## src/hw/acc_regs.svh

```systemverilog
// Register offsets, field positions, reset values and timing counts of the comparator control
`ifndef ACC_REGS_SVH
`define ACC_REGS_SVH
`define ACC_OFF_CTRL      3'h0
`define ACC_OFF_MUX       3'h2
`define ACC_OFF_INTEN     3'h6
`define ACC_OFF_STATUS    3'h7
`define ACC_CTRL_ENABLE   0
`define ACC_CTRL_HYS_LSB  1
`define ACC_CTRL_LOWPWR   3
`define ACC_CTRL_EDGE_LSB 4
`define ACC_CTRL_PADEN    6
`define ACC_CTRL_RUNSTBY  7
`define ACC_MUX_NEG_LSB   0
`define ACC_MUX_POS_BIT   3
`define ACC_MUX_INVERT    7
`define ACC_INTEN_IRQ     0
`define ACC_STAT_FLAG     0
`define ACC_STAT_STATE    4
`define ACC_CTRL_MASK     8'hFF
`define ACC_MUX_MASK      8'h83
`define ACC_INTEN_MASK    8'h01
`define ACC_RESET_VAL     8'h00
`define ACC_EDGE_ANY      2'h0
`define ACC_EDGE_FALL     2'h2
`define ACC_EDGE_RISE     2'h3
`define ACC_SYNC_STAGES   3
`endif

```

## src/hw/acc_pkg.sv

```systemverilog
// Types shared by the comparator control modules
package acc_pkg;
    typedef enum logic [1:0] {
        ACC_SLEEP_ACTIVE,
        ACC_SLEEP_IDLE,
        ACC_SLEEP_STANDBY,
        ACC_SLEEP_PWRDOWN
    } acc_sleep_t;
    typedef enum logic [1:0] {
        ACC_BUS_IDLE,
        ACC_BUS_ACK
    } acc_bus_state_t;
endpackage

```

## src/hw/acc_sync_if.sv

```systemverilog
// Carrier between the control top and its result synchroniser
interface acc_sync_if;
    logic rawIn;
    logic invert;
    logic syncOut;
    logic prevOut;
    modport ctrl (output rawIn, output invert, input syncOut, input prevOut);
    modport sync (input rawIn, input invert, output syncOut, output prevOut);
endinterface

```

## src/hw/acc_ctrl_top.sv

```systemverilog
// Register bank and control logic around the analog comparator core
`include "acc_regs.svh"

module acc_ctrl_top (
    input  wire logic       core_clk,
    input  wire logic       rst_n,
    input  wire logic       wb_cyc_i,
    input  wire logic       wb_stb_i,
    input  wire logic       wb_we_i,
    input  wire logic [2:0] wb_adr_i,
    input  wire logic [7:0] wb_dat_i,
    input  wire logic [3:0] wb_sel_i,
    output logic      [7:0] wb_dat_o,
    output logic            wb_ack_o,
    input  wire logic [1:0] sleepMode,
    input  wire logic       coreResult,
    output logic            coreEnable,
    output logic            coreLowPower,
    output logic      [1:0] coreHysteresis,
    output logic            corePosSelect,
    output logic      [1:0] coreNegSelect,
    output logic            padOut,
    output logic            padOutEn,
    output logic            eventOut,
    output logic            irqOut
);
    typedef struct packed {
        acc_pkg::acc_bus_state_t bus;
        logic [7:0]              ctrl;
        logic [7:0]              mux;
        logic [7:0]              inten;
        logic                    flag;
        logic [1:0]              sleepS1;
        logic [1:0]              sleepS2;
        logic [7:0]              rdata;
        logic                    coreEn;
        logic                    lowPwr;
        logic [1:0]              hys;
        logic                    posSel;
        logic [1:0]              negSel;
        logic                    pad;
        logic                    padEn;
        logic                    evt;
        logic                    irq;
    } acc_ctrl_state_t;

    acc_ctrl_state_t state_reg;
    acc_ctrl_state_t state_next;

    acc_sync_if syncLink ();

    acc_result_sync resultSync (
        .core_clk (core_clk),
        .rst_n    (rst_n),
        .link     (syncLink)
    );

    // Edge match for the configured mode; reserved code raises nothing
    function automatic logic edgeHit(input logic [1:0] mode, input logic cur, input logic prev);
        logic hit;
        hit = 1'b0;
        case (mode)
            `ACC_EDGE_ANY:  hit = cur ^ prev;
            `ACC_EDGE_FALL: hit = prev & ~cur;
            `ACC_EDGE_RISE: hit = cur & ~prev;
            default:        hit = 1'b0;
        endcase
        return hit;
    endfunction

    // Read mux; unmapped and reserved bits return zero
    function automatic logic [7:0] readReg(input logic [2:0] adr, input acc_ctrl_state_t s,
                                           input logic stateBit);
        logic [7:0] d;
        d = 8'h00;
        case (adr)
            `ACC_OFF_CTRL:   d = s.ctrl;
            `ACC_OFF_MUX:    d = s.mux;
            `ACC_OFF_INTEN:  d = s.inten;
            `ACC_OFF_STATUS: begin
                d[`ACC_STAT_FLAG]  = s.flag;
                d[`ACC_STAT_STATE] = stateBit;
            end
            default:         d = 8'h00;
        endcase
        return d;
    endfunction

    logic             busReq;
    logic             wrStb;
    logic             clrFlag;
    logic             edgeEvt;
    logic             inStandby;
    logic             inPwrDown;
    logic             running;
    logic             result;

    // Inversion is applied once in the synchroniser so every consumer sees it
    assign syncLink.rawIn  = coreResult;
    assign syncLink.invert = state_reg.mux[`ACC_MUX_INVERT];
    assign result          = syncLink.syncOut;

    // Sleep mode comes from the power controller's domain, hence the double stage
    assign inStandby = (state_reg.sleepS2 == acc_pkg::ACC_SLEEP_STANDBY);
    assign inPwrDown = (state_reg.sleepS2 == acc_pkg::ACC_SLEEP_PWRDOWN);

    // Core keeps running in standby only if asked; never in power-down
    assign running = state_reg.ctrl[`ACC_CTRL_ENABLE] && !inPwrDown
                     && (!inStandby || state_reg.ctrl[`ACC_CTRL_RUNSTBY]);

    assign busReq  = wb_cyc_i && wb_stb_i && (state_reg.bus == acc_pkg::ACC_BUS_IDLE);
    assign wrStb   = busReq && wb_we_i && wb_sel_i[0];
    assign clrFlag = wrStb && (wb_adr_i == `ACC_OFF_STATUS) && wb_dat_i[`ACC_STAT_FLAG];
    // Flags frozen in standby even when the core runs there
    assign edgeEvt = running && !inStandby
                     && edgeHit(state_reg.ctrl[`ACC_CTRL_EDGE_LSB +: 2],
                                result, syncLink.prevOut);

    // Next-state logic for bus, registers and outputs
    always_comb begin
        state_next         = state_reg;
        state_next.sleepS1 = sleepMode;
        state_next.sleepS2 = state_reg.sleepS1;

        // Single-cycle ack, then one idle cycle so a held strobe is not taken twice
        case (state_reg.bus)
            acc_pkg::ACC_BUS_IDLE: begin
                if (busReq) begin
                    state_next.bus   = acc_pkg::ACC_BUS_ACK;
                    state_next.rdata = readReg(wb_adr_i, state_reg, result);
                end
            end
            acc_pkg::ACC_BUS_ACK: begin
                state_next.bus = acc_pkg::ACC_BUS_IDLE;
            end
            default: begin
                state_next.bus = acc_pkg::ACC_BUS_IDLE;
            end
        endcase

        // Register writes; unimplemented bits masked away
        if (wrStb) begin
            case (wb_adr_i)
                `ACC_OFF_CTRL:  state_next.ctrl  = wb_dat_i & `ACC_CTRL_MASK;
                `ACC_OFF_MUX:   state_next.mux   = wb_dat_i & `ACC_MUX_MASK;
                `ACC_OFF_INTEN: state_next.inten = wb_dat_i & `ACC_INTEN_MASK;
                default:        state_next.ctrl  = state_reg.ctrl;
            endcase
        end

        // Set wins over a simultaneous write-one clear
        if (edgeEvt) begin
            state_next.flag = 1'b1;
        end else if (clrFlag) begin
            state_next.flag = 1'b0;
        end

        // Core controls follow the register fields
        state_next.coreEn = running;
        state_next.lowPwr = state_reg.ctrl[`ACC_CTRL_LOWPWR];
        state_next.hys    = state_reg.ctrl[`ACC_CTRL_HYS_LSB +: 2];
        state_next.posSel = state_reg.mux[`ACC_MUX_POS_BIT];
        state_next.negSel = state_reg.mux[`ACC_MUX_NEG_LSB +: 2];

        // Pad and event only carry a result while the core runs
        state_next.padEn = running && state_reg.ctrl[`ACC_CTRL_PADEN];
        state_next.pad   = state_next.padEn && result;
        state_next.evt   = running && result;
        state_next.irq   = state_next.flag && state_reg.inten[`ACC_INTEN_IRQ];
    end

    always_ff @(posedge core_clk) begin
        if (!rst_n) begin
            state_reg      <= '0;
            state_reg.ctrl <= `ACC_RESET_VAL;
            state_reg.mux  <= `ACC_RESET_VAL;
        end else begin
            state_reg <= state_next;
        end
    end

    // All outputs come straight from the state register
    assign wb_dat_o       = state_reg.rdata;
    assign wb_ack_o       = (state_reg.bus == acc_pkg::ACC_BUS_ACK);
    assign coreEnable     = state_reg.coreEn;
    assign coreLowPower   = state_reg.lowPwr;
    assign coreHysteresis = state_reg.hys;
    assign corePosSelect  = state_reg.posSel;
    assign coreNegSelect  = state_reg.negSel;
    assign padOut         = state_reg.pad;
    assign padOutEn       = state_reg.padEn;
    assign eventOut       = state_reg.evt;
    assign irqOut         = state_reg.irq;
endmodule

```

## src/hw/acc_result_sync.sv

```systemverilog
// Three-stage synchroniser for the comparator result, with inversion and edge history
module acc_result_sync (
    input wire logic core_clk,
    input wire logic rst_n,
    acc_sync_if.sync link
);
    typedef struct packed {
        logic stage1;
        logic stage2;
        logic stage3;
        logic prev;
    } acc_sync_state_t;

    acc_sync_state_t state_reg;
    acc_sync_state_t state_next;

    // Stage1 feeds only stage2; inversion applied after the metastable stages
    always_comb begin
        state_next        = state_reg;
        state_next.stage1 = link.rawIn;
        state_next.stage2 = state_reg.stage1;
        state_next.stage3 = state_reg.stage2 ^ link.invert;
        state_next.prev   = state_reg.stage3;
    end

    always_ff @(posedge core_clk) begin
        if (!rst_n) begin
            state_reg <= '0;
        end else begin
            state_reg <= state_next;
        end
    end

    assign link.syncOut = state_reg.stage3;
    assign link.prevOut = state_reg.prev;
endmodule

```

## config.mk

```make
export PLATFORM = sky130hd
export DESIGN_NAME = acc_ctrl_top
export DESIGN_NICKNAME = d
export VERILOG_FILES = /design/src/hw/acc_pkg.sv /design/src/hw/acc_sync_if.sv /design/src/hw/acc_ctrl_top.sv /design/src/hw/acc_result_sync.sv
export VERILOG_INCLUDE_DIRS = /design/src /design/src/hw
export SDC_FILE = /design/constraint.sdc
export NUM_CORES = 1
export LEC_CHECK = 0
export ABC_AREA = 0
export CAP_MARGIN = 30
export CORE_ASPECT_RATIO = 1.4
export CORE_MARGIN = 2
export CORE_UTILIZATION = 52
export CTS_CLUSTER_DIAMETER = 150
export DETAILED_ROUTE_END_ITERATION = 6
export DONT_BUFFER_PORTS = 1
export GPL_TIMING_DRIVEN = 0
export PLACE_DENSITY = 0.71
export SLEW_MARGIN = 20
export SYNTH_ARGS = -nofsm -noshare
export SYNTH_HDL_FRONTEND = slang
export SYNTH_SLANG_ARGS = --single-unit
```

## constraint.sdc

```tcl
create_clock -name core_clk -period 3.4 [get_ports core_clk]
set_input_delay 0.34 -clock core_clk [delete_from_list [all_inputs] [get_ports core_clk]]
set_output_delay 0.34 -clock core_clk [all_outputs]
set_load 0.02 [all_outputs]
```

==> impl_metrics.env <==
export IMPL_arrival_ns=1.78
export IMPL_routedWlPerCell_um=13.5
export IMPL_irDropWorstVdd_v=0.000433
export IMPL_power_density_nw_per_um2=501
export IMPL_place_area_um2=1690
export IMPL_post_route_period_util_pct=46.0
export IMPL_leakage_uw=0.000737
export IMPL_place_inst=205
export IMPL_num_rows=24
export IMPL_cts_sinks=40
export IMPL_initial_core_util_pct=53.6
export IMPL_worstPathRequired_ns=3.62
export IMPL_hold_viol=0
export IMPL_met1_usage_pct=19.3
export IMPL_antenna_found_initial=0
export IMPL_io_buffer_count=0
export IMPL_die_y_um=70.5
export IMPL_ys_seq_elements=40
export IMPL_gr_usage_all_layers_pct=17.8
export IMPL_ys_types=33
export IMPL_postCtsSetupRepairBufs=0
export IMPL_post_cts_resized=0
export IMPL_gr_usage_met3_pct=5.98
export IMPL_max_cap_violations=0
export IMPL_cts_root_buffer="clkbuf_8"
export IMPL_tns_ns=0
export IMPL_die_area_um2=3630
export IMPL_outcome="finished clean"
export IMPL_gp_congestion=0.761
export IMPL_syn_area_um2=1640
export IMPL_holdCritPathClass="primary input to flip-flop"
export IMPL_cp_end_kind="flip-flop"
export IMPL_cts_tree="yes"
export IMPL_ys_warn_count=0
export IMPL_rsz0062_at_grt="no"
export IMPL_nNetsFinal=198
export IMPL_dr_total_vias=1102
export IMPL_worstSkewPairLatency_ns=0.30
export IMPL_overflow=0
export IMPL_fin_cells=213
export IMPL_clock_fmax_ghz=0.639
export IMPL_cp_start_kind="flip-flop"
export IMPL_share_comb_of_total_power_pct=4.9
export IMPL_crit_path_max_fanout=10
export IMPL_drive_above_1_share_pct=18.4
export IMPL_drtIter0Drc=30
export IMPL_p_sw_uw=194
export IMPL_clk_pin_slew_ns=0.07
export IMPL_reg2reg_slack_ns=1.84
export IMPL_grt_max_degree=14
export IMPL_area_growth_pct=9.75
export IMPL_drtAntennaViolNets=0
export IMPL_setup_viol=0
export IMPL_dr_pass1_iters=4
export IMPL_drc=0
export IMPL_clockPowerShare_pct=42.2
export IMPL_swShare_pct=21.5
export IMPL_core_area_um2=3060
export IMPL_synthesis_nets=191
export IMPL_critPathKind="flip-flop to flip-flop"
export IMPL_synth_seq_area_share_pct=48.7
export IMPL_largest_register_ffs=11
export IMPL_vias_per_cell=5.17
export IMPL_postSynthAreaPerCell_um2=9.90
export IMPL_place_hpwl_mm=2.17
export IMPL_io_pins=43
export IMPL_antenna_cells=0
export IMPL_busiest_layer="met2"
export IMPL_finalPower_uw=904
export IMPL_p_seq_share_pct=52.9
export IMPL_grt_pass1_vias=1114
export IMPL_routed_wirelength_mm=2.87
export IMPL_h_tree_depth=2
export IMPL_skew_ns=0.00398
export IMPL_post_route_min_period_ns=1.56
export IMPL_synth_cells=166
export IMPL_drv_slew=0
export IMPL_p_int_uw=709
export IMPL_cts_hold_fix_buffers=0
export IMPL_numCtsBuffers=5
export IMPL_die_x_um=51.5
export IMPL_clock_path_buffers=2
export IMPL_grt_pass1_wl_mm=4.73
export IMPL_post_route_cell_area_um2=1800
export IMPL_use_met2_pct=30.2
power by group through the flow:
| stage | logic (uW) | clock network, uW | registers, uW |
|---|---|---|---|
| after floorplan | 37.0 | 0 | 488 |
| after global placement | 43.5 | 0 | 489 |
| after detailed placement | 44.2 | 0 | 489 |
| after CTS | 44.3 | 388 | 478 |
| after global routing | 48.2 | 413 | 479 |
| final | 44.0 | 381 | 478 |
through the flow:
step           hold slack [ns]  util [%]  worst slack, ns
3_5_place_dp             0.425      55.2             1.84
3_3_place_gp             0.415      55.2             1.85
6_report                 0.170      58.9             1.84
4_1_cts                  0.160      58.9             1.82
5_1_grt                  0.157      58.9             1.73
2_1_floorplan            0.412         -             2.01
area by class of cell:
class / count / area, um^2
inverter: 7 / 26.3
buffer: 22 / 156
clock inverter: 3 / 42.5
clock buffer: 5 / 68.8
tap: 39 / 48.8
fill: 278 / 1260
sequential: 40 / 801
multi-input combinational: 97 / 659
synth_stat cells, drive strengths merged:
| cell type | count | area, um^2 |
|---|---|---|
| nor2b | 1 | 6.26 |
| o21ai | 2 | 10.0 |
| nand4 | 2 | 12.5 |
| inv | 7 | 26.3 |
| nand3b | 1 | 7.51 |
| and2 | 11 | 68.8 |
| nand2 | 29 | 111 |
| a31oi | 1 | 6.26 |
| mux2i | 16 | 160 |
| a21boi | 8 | 60.1 |
| or3b | 1 | 11.3 |
| nand2b | 2 | 12.5 |
| nand3 | 4 | 20.0 |
| dfxtp | 40 | 801 |
| nor3b | 2 | 20.0 |
| nor4 | 1 | 12.5 |
| clkbuf | 5 | 20.0 |
| conb | 1 | 3.75 |
| a21oi | 3 | 15.0 |
| nor3 | 2 | 32.5 |
| xor2 | 1 | 8.76 |
| and3 | 1 | 6.26 |
| or4 | 3 | 22.5 |
| and3b | 1 | 8.76 |
| o32a | 1 | 10.0 |
| ha | 2 | 25.0 |
| o31ai | 1 | 7.51 |
| buf | 17 | 136 |
layout by cell type, fill, tap and decap left out, types with 2 or more instances in the layout:
cell / instances
or4_1: 3
buf_4: 13
nand4_1: 2
buf_6: 3
dfxtp_1: 40
a21oi_1: 3
clkbuf_8: 5
and2_1: 11
nand2_1: 28
ha_1: 2
nor3_4: 2
o21ai_1: 2
mux2i_1: 16
nand3_1: 4
clkbuf_1: 4
a21boi_1: 8
inv_1: 7
nand2b_1: 2
critical path, cell delays in order, from the launching register on:
cell and delay [ns]:
dfxtp_1 0.38, nand3b_1 0.24, clkbuf_2 0.24, nor3b_2 0.23, buf_6 0.19, mux2i_1 0.21
layer usage:
layer  share of wire (%)  routed length, um
met5                   0                  0
met4                 1.8                 53
met3                 5.4                156
met2                  53               1510
met1                  40               1150
worst paths after layout:
check	start	endpoint	cells past startpoint
max reg2reg	state_reg[48]	state_reg[46]	5
max	state_reg[48]	state_reg[46]	5
min reg2reg	state_next[19]	state_reg[19]	1
min	coreResult	resultSync.state_next[2]	1
cells by family (layout without fill, tap and decap cells):
logic type,after synthesis,after routing,synth area share [%]
AND/OR/NAND/NOR,61,61,21.5
flip-flops,40,40,48.7
buffers and inverters,29,37,11.1
AO/OA/AOI/OAI,16,16,6.63
multiplexers,16,16,9.75
adder cells (fa/ha/maj),2,2,1.52
other,1,1,0.228
XOR/XNOR,1,1,0.533
Note: power is estimated with default switching activity, not from simulation.
